==> config.mk <==
export PLATFORM = sky130hd
export DESIGN_NAME = energy_detect_and_tx_framing_config
export DESIGN_NICKNAME = d
export VERILOG_FILES = /design/src/verilog/edtx_pkg.sv /design/src/verilog/lead_tail_gen.sv /design/src/verilog/energy_detect_and_tx_framing_config.sv
export SDC_FILE = /design/constraint.sdc
export NUM_CORES = 1
export LEC_CHECK = 0
export BUFFER_PORTS_ARGS = -buffer_cell sky130_fd_sc_hd__buf_2
export CAP_MARGIN = 25
export CELL_PAD_IN_SITES_DETAIL_PLACEMENT = 2
export CELL_PAD_IN_SITES_GLOBAL_PLACEMENT = 2
export CORE_MARGIN = 2
export CORE_UTILIZATION = 40
export CTS_CLUSTER_SIZE = 12
export DETAILED_ROUTE_END_ITERATION = 12
export PLACE_DENSITY = 0.85
export SYNTH_ARGS = -nofsm -noshare
export SYNTH_HDL_FRONTEND = slang
export SYNTH_SLANG_ARGS = --single-unit
==> constraint.sdc <==
create_clock -name clk_i -period 6.1 [get_ports clk_i]
set_input_delay 0.915 -clock clk_i [delete_from_list [all_inputs] [get_ports clk_i]]
set_output_delay 0.915 -clock clk_i [all_outputs]
set_load 0.02 [all_outputs]
==> src/verilog/edtx_pkg.sv <==
// Shared constants and types for the energy-detect and TX framing block.
// Assumes one device clock; every user imports nothing and writes edtx_pkg::name.
package edtx_pkg;

	// Register byte addresses on the host register port
	localparam logic [7:0] ENERGY_CTRL_ADDR = 8'h41;
	localparam logic [7:0] LEAD_HI_ADDR = 8'h42;
	localparam logic [7:0] LEAD_LO_ADDR = 8'h43;
	localparam logic [7:0] TAIL_CFG_ADDR = 8'h44;

	// Reset values
	localparam logic [7:0] ENERGY_CTRL_RST = 8'ha0;
	localparam logic [7:0] LEAD_HI_RST = 8'h00;
	localparam logic [7:0] LEAD_LO_RST = 8'h08;
	localparam logic [7:0] TAIL_CFG_RST = 8'h12;
	localparam logic [3:0] LEAD_PATTERN_RST = 4'h5;

	// Writable bits; reserved bits of the tail register stay zero
	localparam logic [7:0] ENERGY_CTRL_WMASK = 8'hff;
	localparam logic [7:0] TAIL_CFG_WMASK = 8'h77;

	// Energy control field positions
	localparam int CALC_EN_BIT = 7;
	localparam int OUTCOME_SEL_BIT = 6;
	localparam int WIDTH_SEL_BIT = 5;
	localparam int COMPLETE_BIT = 4;
	localparam int CAPTURE_SEL_BIT = 3;
	localparam int AVG_LSB = 0;
	localparam int AVG_W = 3;

	// Tail configuration field positions
	localparam int TAIL_LEN_LSB = 4;
	localparam int TAIL_LEN_W = 3;
	localparam int TAIL_PAT_LSB = 1;
	localparam int TAIL_EN_BIT = 0;

	// Averaging codes
	localparam logic [2:0] AVG_CODE_MAX = 3'h5;
	localparam logic [2:0] AVG_FALLBACK_SHIFT = 3'h4;

	// Tail pattern codes
	localparam logic [1:0] TAIL_PAT_01 = 2'h0;
	localparam logic [1:0] TAIL_PAT_10 = 2'h1;
	localparam logic [1:0] TAIL_PAT_CRC = 2'h2;
	localparam logic [1:0] TAIL_PAT_11 = 2'h3;

	// Framing configuration handed to the bit generator
	typedef struct packed {
		logic [15:0] lead_len;
		logic [3:0] lead_pattern;
		logic [2:0] tail_len;
		logic [1:0] tail_pat;
		logic tail_en;
	} frame_cfg_t;

endpackage

==> src/verilog/lead_tail_gen.sv <==
// Serial preamble and postamble bit generator for the TX framer.
// Assumes the framer requests one bit per bit_req_i pulse on the same clock.
`timescale 1ns/10ps

module lead_tail_gen (
	// Clock and reset
	input wire logic clk_i,
	input wire logic sys_rst_i,
	// Configuration and control
	input wire edtx_pkg::frame_cfg_t cfg_i,
	input wire logic lead_start_i,
	input wire logic tail_start_i,
	input wire logic [1:0] crc_tail_i,
	input wire logic bit_req_i,
	// Bit stream
	output logic bit_o,
	output logic bit_valid_o,
	output logic lead_done_o,
	output logic tail_done_o
);

	typedef enum logic [1:0] {GEN_IDLE, GEN_LEAD, GEN_TAIL} gen_phase_t;

	typedef struct packed {
		gen_phase_t phase;
		logic [16:0] remain;
		logic [1:0] idx;
		logic bit_v;
		logic valid;
		logic lead_done;
		logic tail_done;
	} gen_state_t;

	localparam gen_state_t GEN_RST = '{phase: GEN_IDLE, default: '0};

	gen_state_t state_q, state_d;

	// Postamble bit at position k of the repeating unit
	function automatic logic tail_bit(input logic [1:0] pat, input logic [1:0] crc,
			input logic [1:0] k);
		logic b;
		b = 1'b1;
		unique case (pat)
			edtx_pkg::TAIL_PAT_01: b = k[0];
			edtx_pkg::TAIL_PAT_10: b = ~k[0];
			// Last CRC pair, then its inverse
			edtx_pkg::TAIL_PAT_CRC: b = crc[~k[0]] ^ k[1];
			edtx_pkg::TAIL_PAT_11: b = 1'b1;
		endcase
		return b;
	endfunction

	// Next-state logic; starts while busy are ignored
	always_comb begin
		state_d = state_q;
		state_d.lead_done = 1'b0;
		state_d.tail_done = 1'b0;
		unique case (state_q.phase)
			GEN_IDLE: begin
				if (lead_start_i) begin
					state_d.remain = {cfg_i.lead_len, 1'b0};
					state_d.idx = 2'h0;
					state_d.bit_v = cfg_i.lead_pattern[3];
					if (cfg_i.lead_len == 16'h0000) begin
						state_d.lead_done = 1'b1;
					end else begin
						state_d.phase = GEN_LEAD;
						state_d.valid = 1'b1;
					end
				end else if (tail_start_i) begin
					state_d.remain = {13'h0000, cfg_i.tail_len, 1'b0};
					state_d.idx = 2'h0;
					state_d.bit_v = tail_bit(cfg_i.tail_pat, crc_tail_i, 2'h0);
					if (!cfg_i.tail_en || cfg_i.tail_len == 3'h0) begin
						state_d.tail_done = 1'b1;
					end else begin
						state_d.phase = GEN_TAIL;
						state_d.valid = 1'b1;
					end
				end
			end
			GEN_LEAD, GEN_TAIL: begin
				if (bit_req_i) begin
					state_d.remain = 17'(state_q.remain - 17'h00001);
					state_d.idx = 2'(state_q.idx + 2'h1);
					if (state_q.remain == 17'h00001) begin
						state_d.phase = GEN_IDLE;
						state_d.valid = 1'b0;
						state_d.lead_done = (state_q.phase == GEN_LEAD);
						state_d.tail_done = (state_q.phase == GEN_TAIL);
					end else if (state_q.phase == GEN_LEAD) begin
						state_d.bit_v = cfg_i.lead_pattern[~state_d.idx];
					end else begin
						state_d.bit_v = tail_bit(cfg_i.tail_pat, crc_tail_i, state_d.idx);
					end
				end
			end
		endcase
	end

	// State register
	always_ff @(posedge clk_i or posedge sys_rst_i) begin
		if (sys_rst_i) begin
			state_q <= GEN_RST;
		end else begin
			state_q <= state_d;
		end
	end

	// Outputs straight from the state register
	assign bit_o = state_q.bit_v;
	assign bit_valid_o = state_q.valid;
	assign lead_done_o = state_q.lead_done;
	assign tail_done_o = state_q.tail_done;

endmodule

==> src/verilog/energy_detect_and_tx_framing_config.sv <==
// Energy detection control and TX framing configuration register bank.
// Assumes the serial host interface presents decoded same-clock register strobes.
`timescale 1ns/10ps

module energy_detect_and_tx_framing_config (
	// Clock and reset
	input wire logic clk_i,
	input wire logic sys_rst_i,
	// Register port from the host interface
	input wire logic [7:0] reg_addr_i,
	input wire logic [7:0] reg_wdata_i,
	input wire logic reg_wr_i,
	input wire logic reg_rd_i,
	output logic [7:0] reg_rdata_o,
	// Energy samples from the two channel filters
	input wire logic sample_valid_i,
	input wire logic [7:0] sample_normal_i,
	input wire logic [7:0] sample_wide_i,
	// Radio context
	input wire logic calc_halt_i,
	input wire logic quick_carrier_check_enable_i,
	input wire logic fast_check_active_i,
	input wire logic fast_check_done_i,
	input wire logic carrier_found_i,
	input wire logic sync_detected_i,
	input wire logic rx_fifo_read_i,
	// Energy value and state requests
	output logic [7:0] energy_value_o,
	output logic goto_sleep_o,
	output logic goto_tx_on_o,
	output logic keep_receiving_o,
	// TX framing
	input wire logic [3:0] lead_pattern_i,
	input wire logic lead_start_i,
	input wire logic tail_start_i,
	input wire logic [1:0] crc_tail_i,
	input wire logic bit_req_i,
	output logic tx_bit_o,
	output logic tx_bit_valid_o,
	output logic lead_done_o,
	output logic tail_done_o
);

	typedef struct packed {
		logic [7:0] energy_ctrl;
		logic [15:0] lead_len;
		logic [7:0] tail_cfg;
		logic [7:0] rdata;
		logic [12:0] acc;
		logic [5:0] cnt;
		logic [7:0] live;
		logic [7:0] held;
		logic [7:0] shown;
		logic was_running;
		logic sleep_req;
		logic tx_on_req;
		logic keep_rx_req;
	} bank_state_t;

	localparam bank_state_t BANK_RST = '{
		energy_ctrl: edtx_pkg::ENERGY_CTRL_RST,
		lead_len: {edtx_pkg::LEAD_HI_RST, edtx_pkg::LEAD_LO_RST},
		tail_cfg: edtx_pkg::TAIL_CFG_RST,
		default: '0
	};

	bank_state_t state_q, state_d;

	// Working values of the combinational process
	logic running;
	logic [7:0] sample;
	logic [12:0] sum;
	logic [2:0] shift;
	logic [7:0] ctrl_wr;
	edtx_pkg::frame_cfg_t frame_cfg;

	// Right shift that divides the sum by the averaging count
	function automatic logic [2:0] avg_shift(input logic [2:0] code);
		logic [2:0] s;
		s = code;
		if (code > edtx_pkg::AVG_CODE_MAX) begin
			s = edtx_pkg::AVG_FALLBACK_SHIFT;
		end
		return s;
	endfunction

	// Number of samples per averaged result
	function automatic logic [5:0] avg_samples(input logic [2:0] code);
		return 6'(6'h01 << avg_shift(code));
	endfunction

	// Register read data; unmapped addresses read zero
	function automatic logic [7:0] read_mux(input bank_state_t s, input logic [7:0] addr);
		logic [7:0] r;
		r = 8'h00;
		unique case (addr)
			edtx_pkg::ENERGY_CTRL_ADDR: r = s.energy_ctrl;
			edtx_pkg::LEAD_HI_ADDR: r = s.lead_len[15:8];
			edtx_pkg::LEAD_LO_ADDR: r = s.lead_len[7:0];
			edtx_pkg::TAIL_CFG_ADDR: r = s.tail_cfg & edtx_pkg::TAIL_CFG_WMASK;
			default: r = 8'h00;
		endcase
		return r;
	endfunction

	// Register bank, energy averaging and quick check outcome
	always_comb begin
		state_d = state_q;
		state_d.sleep_req = 1'b0;
		state_d.tx_on_req = 1'b0;
		state_d.keep_rx_req = 1'b0;
		ctrl_wr = state_q.energy_ctrl;
		running = state_q.energy_ctrl[edtx_pkg::CALC_EN_BIT] && !calc_halt_i;
		shift = avg_shift(state_q.energy_ctrl[edtx_pkg::AVG_LSB +: edtx_pkg::AVG_W]);
		sample = sample_normal_i;
		if (fast_check_active_i && state_q.energy_ctrl[edtx_pkg::WIDTH_SEL_BIT]) begin
			sample = sample_wide_i;
		end
		sum = 13'(state_q.acc + {5'h00, sample});

		// Read data is registered, answered one cycle later
		if (reg_rd_i) begin
			state_d.rdata = read_mux(state_q, reg_addr_i);
		end

		// Fresh run starts as not complete
		if (running && !state_q.was_running) begin
			ctrl_wr[edtx_pkg::COMPLETE_BIT] = 1'b0;
		end

		// Register writes
		if (reg_wr_i) begin
			unique case (reg_addr_i)
				edtx_pkg::ENERGY_CTRL_ADDR: begin
					ctrl_wr = reg_wdata_i & edtx_pkg::ENERGY_CTRL_WMASK;
				end
				edtx_pkg::LEAD_HI_ADDR: state_d.lead_len[15:8] = reg_wdata_i;
				edtx_pkg::LEAD_LO_ADDR: state_d.lead_len[7:0] = reg_wdata_i;
				edtx_pkg::TAIL_CFG_ADDR: begin
					state_d.tail_cfg = reg_wdata_i & edtx_pkg::TAIL_CFG_WMASK;
				end
				default: begin
				end
			endcase
		end

		// Averaging accumulator; stopped calculation clears partial sums
		if (!running) begin
			state_d.acc = 13'h0000;
			state_d.cnt = 6'h00;
		end else if (sample_valid_i) begin
			if (6'(state_q.cnt + 6'h01) == avg_samples(
					state_q.energy_ctrl[edtx_pkg::AVG_LSB +: edtx_pkg::AVG_W])) begin
				state_d.live = 8'(sum >> shift);
				state_d.acc = 13'h0000;
				state_d.cnt = 6'h00;
				// Completion flag set wins over clear
				ctrl_wr[edtx_pkg::COMPLETE_BIT] = 1'b1;
			end else begin
				state_d.acc = sum;
				state_d.cnt = 6'(state_q.cnt + 6'h01);
			end
		end
		state_d.energy_ctrl = ctrl_wr;
		state_d.was_running = running;

		if (sync_detected_i) begin
			state_d.held = state_d.live;
		end
		if (!state_q.energy_ctrl[edtx_pkg::CAPTURE_SEL_BIT]) begin
			state_d.shown = state_d.live;
		end else if (rx_fifo_read_i) begin
			// Captured value shown on FIFO read
			state_d.shown = state_q.held;
		end

		// Outcome only with quick check enabled
		if (fast_check_done_i && quick_carrier_check_enable_i) begin
			if (!state_q.energy_ctrl[edtx_pkg::OUTCOME_SEL_BIT]) begin
				state_d.sleep_req = !carrier_found_i;
				state_d.keep_rx_req = carrier_found_i;
			end else begin
				state_d.tx_on_req = !carrier_found_i;
				state_d.sleep_req = carrier_found_i;
			end
		end
	end

	// State register
	always_ff @(posedge clk_i or posedge sys_rst_i) begin
		if (sys_rst_i) begin
			state_q <= BANK_RST;
		end else begin
			state_q <= state_d;
		end
	end

	// Framing configuration from the registers; lead pattern from the lead_pattern_i port
	always_comb begin
		frame_cfg.lead_len = state_q.lead_len;
		frame_cfg.lead_pattern = lead_pattern_i;
		frame_cfg.tail_len = state_q.tail_cfg[edtx_pkg::TAIL_LEN_LSB +: edtx_pkg::TAIL_LEN_W];
		frame_cfg.tail_pat = state_q.tail_cfg[edtx_pkg::TAIL_PAT_LSB +: 2];
		frame_cfg.tail_en = state_q.tail_cfg[edtx_pkg::TAIL_EN_BIT];
	end

	// Bit generator; its outputs are its own flops
	lead_tail_gen u_gen (
		.clk_i(clk_i),
		.sys_rst_i(sys_rst_i),
		.cfg_i(frame_cfg),
		.lead_start_i(lead_start_i),
		.tail_start_i(tail_start_i),
		.crc_tail_i(crc_tail_i),
		.bit_req_i(bit_req_i),
		.bit_o(tx_bit_o),
		.bit_valid_o(tx_bit_valid_o),
		.lead_done_o(lead_done_o),
		.tail_done_o(tail_done_o)
	);

	// Outputs straight from the state register
	assign reg_rdata_o = state_q.rdata;
	assign energy_value_o = state_q.shown;
	assign goto_sleep_o = state_q.sleep_req;
	assign goto_tx_on_o = state_q.tx_on_req;
	assign keep_receiving_o = state_q.keep_rx_req;

endmodule

==> out/qor.yml, run 1 <==
grt_overflow: 0
yosys.area.top_type: "dfrtp_1"
io_pins: 76
setup_viol: 0
tritoncts: "built"
drt-total-wl_mm: 21.69
antenna_found_initial: 0
clk_latency_ns: 0.37
core-area_um2: 16410
synthArstFlopShare_pct: 100.0
synth_enable_flop_cells: 0
syn_avg_cell_area_um2: 9.599
finalClockSkew_ns: 0.008351
clk_path_buf_depth: 2
cts.htree.levels: 3
end_kind: "flip-flop"
grt.met1_usage_pct: 34.33
fin_crit_ns: 3.898
p_per_area_nw_per_um2: 307.2
placed_cell_area_um2: 7083
cts_setup_buffers: 0
yosysWarnings: 0
drt_iter0_drc: 383
drive_above_1_share_pct: 21.82
dieArea_um2: 17700
track_usage_pct: 25.22
final_nets: 804
arrival_ns: 4.17
ys_seq_area_share_pct: 41.42
status: "finished, final reports clean"
cts-buffers-inserted: 9
worst_pin_slew_ns: 0.9635
criticalPathCategory: "input pin to flip-flop"
ys_ff_latch: 110
clkTransAtPathRegs_ns: 0.07
syn_nets: 765
holdBufCountCts: 0
start_util_pct: 40.60
viasPerCell: 6.018
hp-class: "flip-flop to flip-flop"
cts.repair.resized: 0
synth_area_um2: 6661
first_pass_iters: 5
drv_slew: 0
fin_area_um2: 7381
ant_nets: 0
max_freq_ghz: 0.2565
ys_dominant_reg_cell: "dfrtp_1"
critPathRequiredTime_ns: 6.37
rsz0062_at_grt: "false"
grt_first_pass_wirelength_mm: 34.93
cts_sinks: 110
hpwl_mm: 16.26
dieHeight_um: 133.1
power.leakage_nw: 3.304
routed-via-count: 5765
synthTopCellsByArea: "dfrtp_1, mux2_2, o21ai_0"
maxCapViolCount: 0
routedWlPerCell_um: 22.65
gr-usage-met3_pct: 3.180
crit_path_start_kind: "input pin"
grt_max_degree: 62
finalCritPeriodShare_pct: 63.91
ir_drop_mv: 0.1682
area_growth_pct: 10.80
gp_congestion: 0.8586
final_cell_mix: "dfrtp_1, buf_2, nand2_1"
cts_root_buffer: "clkbuf_16"
route.detailed.drc: 0
hold_violations: 0
grt_busiest_layer: "met2"
io_buffer_count: 75
synth_top_area_share_pct: 39.44
syn_inst: 694
grt_pass1_vias: 6237
antenna_cells: 0
synthDistinctLibCells: 78
cp_max_fo: 8
rows: 47
maxSlewHeadroom_pct: 35.53
die_width_um: 133.1
met2_usage_pct: 42.11
final_common_cell: "dfrtp_1"
tns_ns: 0
## metrics by stage
step | power [mW] | hold slack [ns] | setup slack, ns | util (%) | std cells
2_1_floorplan | 1.414 | 0.4429 | 2.291 | - | 694
3_3_place_gp | 1.577 | 0.4597 | 2.044 | 43.08 | 941
3_5_place_dp | 1.655 | 0.4914 | 1.841 | 43.17 | 942
4_1_cts | 2.278 | 0.5087 | 2.156 | 44.99 | 958
5_1_grt | 2.394 | 0.5384 | 1.953 | 44.99 | 958
6_report | 2.268 | 0.5066 | 2.202 | 44.99 | 958
## cell usage after synthesis, types with 8 or more instances
cell	number
mux2_2	42
xnor2_1	10
o22ai_1	11
a31oi_1	11
a32oi_1	11
ha_1	17
o211ai_1	9
clkbuf_1	25
a22oi_1	8
nand2b_1	9
a21oi_1	34
nand3_1	20
inv_1	29
mux2i_1	12
nor4_1	8
buf_4	18
a22o_1	10
nand4_1	10
nand2_1	52
nor2_1	51
o21ai_0	48
dfrtp_1	105
nor2b_1	11
nor3_1	12
## logic make-up after synthesis
kind of cell,count (synthesis),synth area share [%]
AO/OA/AOI/OAI,205,21.36
buffers and inverters,82,5.841
AND/OR/NAND/NOR,204,15.59
adder cells (fa/ha/maj),19,3.644
XOR/XNOR,17,2.348
multiplexers,57,9.805
flip-flops,110,41.42
## flip-flops by register name, indices dropped and copies added (netlist names)
signal             flops
state_q               44
frame_cfg             22
u_gen.state_q         21
energy_value_o         8
reg_rdata_o            8
goto_sleep_o           1
goto_tx_on_o           1
keep_receiving_o       1
u_gen.bit_o            1
u_gen.bit_valid_o      1
u_gen.lead_done_o      1
u_gen.tail_done_o      1
## power breakdown
group | internal, mW | switching, mW
combinational | 0.260 | 0.481
sequential | 0.823 | 0.0832
clock | 0.321 | 0.300
total | 1.40 | 0.864
## layout make-up
cell class	instances	area, µm²
Sequential cell	110	2759
Timing Repair Buffer	79	412.9
Clock buffer	9	225.2
Inverter	31	118.9
Fill cell	1766	9026
Tap cell	220	275.3
Multi-Input combinational cell	502	3517
Clock inverter	7	72.57
## final timing paths
kind	startpoint	endpoint	slack, ns	cells after the start
max in group asynchronous	sys_rst_i	frame_cfg[4]$_DFFE_PP0P_	4.19	3
worst max register to register	state_q[84]$_DFFE_PP1P_	energy_value_o[6]$_DFFE_PP0P_	2.23	12
worst max-delay path	fast_check_active_i	energy_value_o[2]$_DFFE_PP0P_	2.20	11
min in group asynchronous	sys_rst_i	u_gen.bit_valid_o$_DFFE_PP0P_	0.66	2
worst min-delay path	state_q[21]$_DFF_PP0_	state_q[21]$_DFF_PP0_	0.51	2
worst min register to register	state_q[21]$_DFF_PP0_	state_q[21]$_DFF_PP0_	0.51	2
## per-layer routing
layer	wire, µm	up-vias
met2	10450	141
met4	405	0
met1	10020	2956
met5	0	-
met3	821	30
li1	-	2638
## worst max-delay path, cell delays in order
cell and delay, ns:
buf_2 0.10, nand2_1 0.26, mux2_2 0.41, ha_1 0.30
a211oi_1 0.49, o31ai_2 0.23, xor2_1 0.42, mux2i_1 0.20
a221oi_1 0.42, o21ai_0 0.17, a31oi_1 0.25
(Power assumes the default switching activity.)
==> run 2, diff against run 1 <==
- ABC_AREA: default -> 1
- CORE_UTILIZATION: 40 -> 34
- PLACE_DENSITY: 0.85 -> 0.81
- clock period: 6.1 -> 3.95 ns (I/O delays scaled with it)
==> out/qor.yml, run 2 <==
clk_path_buf_depth: 2  # unchanged
synthTopCellsByArea: "dfrtp_1, nand2_1, nand3_1"  # was dfrtp_1, mux2_2, o21ai_0
final_cell_mix: "nand2_1, inv_1, dfrtp_1"  # was dfrtp_1, buf_2, nand2_1
synth_top_area_share_pct: 39.86  # was 39.44%
synth_xor_area_share_pct: 1.329  # was 2.348%
power.leakage_nw: 3.782  # was 3.304 nW
yosys.area.top_type: "dfrtp_1"  # unchanged
finalClockSkew_ns: 0.01427  # was 0.008351 ns
route.detailed.drc: 0  # unchanged
synth.top_cells.by_count: "nand2_1, inv_1, dfrtp_1, nand3_1, o21ai_0"  # was dfrtp_1, nand2_1, nor2_1, o21ai_0, mux2_2
cts.repair.resized: 0  # unchanged
cts_sinks: 110  # unchanged
hpwl_mm: 17.15  # was 16.26 mm
dieHeight_um: 143.2  # was 133.1 µm
ys_ff_latch: 110  # unchanged
grt_overflow: 0  # unchanged
grt_pass1_vias: 6677  # was 6237
final_nets: 1028  # was 804
cp_max_fo: 9  # was 8
core-area_um2: 18890  # was 16410 µm²
p_per_area_nw_per_um2: 457.2  # was 307.2 nW/µm²
tns_ns: 0  # unchanged
setup_viol: 0  # unchanged
grt_max_degree: 57  # was 62
synth-simple-area-share_pct: 27.33  # was 15.59%
power.total_mw: 3.402  # was 2.268 mW
hp-class: "input pin to asynchronous set/reset pin"  # was flip-flop to flip-flop
drt-total-wl_mm: 22.32  # was 21.69 mm
clk_latency_ns: 0.36  # was 0.37 ns
fin_area_um2: 7440  # was 7381 µm²
placed_cell_area_um2: 7151  # was 7083 µm²
fill_cells: 2338  # was 1766
cts_root_buffer: "clkbuf_16"  # unchanged
routed-via-count: 6352  # was 5765
syn_avg_cell_area_um2: 7.324  # was 9.599 µm²
antenna_found_initial: 0  # unchanged
largest_reg_flops: 44  # unchanged
grt_first_pass_wirelength_mm: 36.77  # was 34.93 mm
synth.area.mux_share_pct: 1.196  # was 9.805%
synth_area_um2: 6591  # was 6661 µm²
ys_seq_area_share_pct: 41.86  # was 41.42%
critPathRequiredTime_ns: 4.24  # was 6.37 ns
max_freq_ghz: 0.2983
viasPerCell: 5.198  # was 6.018
fin_crit_ns: 3.352
drive_above_1_share_pct: 12.68  # was 21.82%
synthArstFlopShare_pct: 100.0  # unchanged
holdBufCountCts: 0  # unchanged
ys_dominant_reg_cell: "dfrtp_1"  # unchanged
status: "finished, final reports clean"  # unchanged
final_common_cell: "nand2_1"  # was dfrtp_1
cts.htree.levels: 3  # unchanged
hold_violations: 0  # unchanged
gp_congestion: 0.8177  # was 0.8586
yosysWarnings: 0  # unchanged
die_width_um: 143.2  # was 133.1 µm
track_usage_pct: 22.99  # was 25.22%
routedWlPerCell_um: 18.27  # was 22.65 µm
io_pins: 76  # unchanged
start_util_pct: 34.89  # was 40.60%
end_kind: "flip-flop"  # unchanged
first_pass_iters: 4  # was 5
worst_pin_slew_ns: 0.7767  # was 0.9635 ns
io_buffer_count: 75  # unchanged
antenna_cells: 0  # unchanged
syn_inst: 900  # was 694
crit_path_start_kind: "flip-flop"  # was input pin
rsz0062_at_grt: "false"  # unchanged
ant_nets: 0  # unchanged
largest-register: "state_q"  # unchanged
drt_iter0_drc: 370  # was 383
maxCapViolCount: 0  # unchanged
ir_drop_mv: 0.2148  # was 0.1682 mV
synth_top_family_by_area: "simple AND/OR/NAND/NOR gates"  # was compound AO/OA/AOI/OAI gates
finalCritPeriodShare_pct: 84.86
cts-buffers-inserted: 9  # unchanged
arrival_ns: 3.64  # was 4.17 ns
synth_compound_area_share_pct: 14.46  # was 21.36%
synth_adder_area_share_pct: 3.531  # was 3.644%
area_growth_pct: 12.87  # was 10.80%
drv_slew: 0  # unchanged
synth_enable_flop_cells: 0  # unchanged
clkTransAtPathRegs_ns: 0.09  # was 0.07 ns
criticalPathCategory: "flip-flop to flip-flop"  # was input pin to flip-flop
dieArea_um2: 20520  # was 17700 µm²
syn_nets: 971  # was 765
tritoncts: "built"  # unchanged
synthDistinctLibCells: 43  # was 78
maxSlewHeadroom_pct: 48.22  # was 35.53%
yosysMostFrequentCell: "nand2_1"  # was dfrtp_1
cts_setup_buffers: 0  # unchanged
rows: 50  # was 47
[run 2: worst max-delay path, stage by stage, from the launching register on]
cell and delay (ns):
dfstp_2 0.58, nand2_1 0.24, mux2_2 0.32, ha_1 0.23, inv_1 0.08, fa_1 0.41, inv_1 0.09, nand2_1 0.05
nand2_1 0.08, nand3_1 0.11, nand2_1 0.17, nand2_1 0.08, nand2_1 0.10, nand2_1 0.09, nand2_1 0.06, nand2_1 0.06
nand2_1 0.08, nand3_1 0.14, nand2_1 0.17, nand2_1 0.09, nand2_1 0.07
[run 2: final timing paths]
| path | start | slack (ns) | endpoint | cells past startpoint |
|---|---|---|---|---|
| worst min register to register | reg_rdata_o[0]$_DFFE_PP0P_ | 0.47 | reg_rdata_o[0]$_DFFE_PP0P_ | 2 |
| worst max register to register | state_q[84]$_DFFE_PP1P_ | 0.60 | state_q[18]$_DFFE_PP0P_ | 20 |
| max in group asynchronous | sys_rst_i | 2.73 | frame_cfg[1]$_DFFE_PP1P_ | 3 |
| min in group clk_i | calc_halt_i | 0.45 | state_q[3]$_DFF_PP0_ | 2 |
| worst min-delay path | sys_rst_i | 0.38 | state_q[12]$_DFFE_PP0P_ | 2 |
| worst max-delay path | state_q[84]$_DFFE_PP1P_ | 0.60 | state_q[18]$_DFFE_PP0P_ | 20 |
[run 2: layout make-up]
cell class	count	area (µm²)	share of cell area, %
sequential	110	2759	37.08
clock buffer	11	232.7	3.128
inverter	126	475.5	6.391
tap	260	325.3	4.373
clock inverter	5	45.04	0.6054
multi-input combinational	628	3154	42.40
timing repair buffer	82	447.9	6.021
[run 2: logic make-up (layout without fill, tap and decap cells)]
family | after synthesis | in the layout
fa+ha+maj | 18 | 18
flops | 110 | 110
xor+xnor | 10 | 10
compound gates | 167 | 167
buf+inv | 162 | 224
simple gates | 426 | 426
mux | 7 | 7
[run 2: stage by stage]
step | util, % | hold slack, ns | std cells | worst slack, ns
final | 39.38 | 0.3829 | 1222 | 0.5981
after global routing | 39.38 | 0.4486 | 1222 | 0.2385
after CTS | 39.32 | 0.4157 | 1221 | 0.5767
after detailed placement | 37.85 | 0.4618 | 1205 | 0.5574
after global placement | 37.79 | 0.4514 | 1204 | 0.5923
after floorplan | - | 0.4497 | 900 | 0.4635
[run 2: power breakdown]
| group | total, mW | leakage (nW) | switching, mW | internal, mW |
|---|---|---|---|---|
| Sequential | 1.39 | 1.45 | 0.115 | 1.27 |
| Combinational | 1.11 | 2.20 | 0.748 | 0.361 |
| Clock | 0.908 | 0.132 | 0.469 | 0.439 |
| Total | 3.40 | 3.78 | 1.33 | 2.07 |
[run 2: routing by layer]
layer / vias up / share of wire [%] / global-route usage (%)
li1: 3052 / - / -
met1: 3203 / 53 / 35.30
met2: 82 / 44 / 34.53
met3: 15 / 2.8 / 2.817
met4: 0 / 0.92 / 5.005
met5: - / 0 / 0
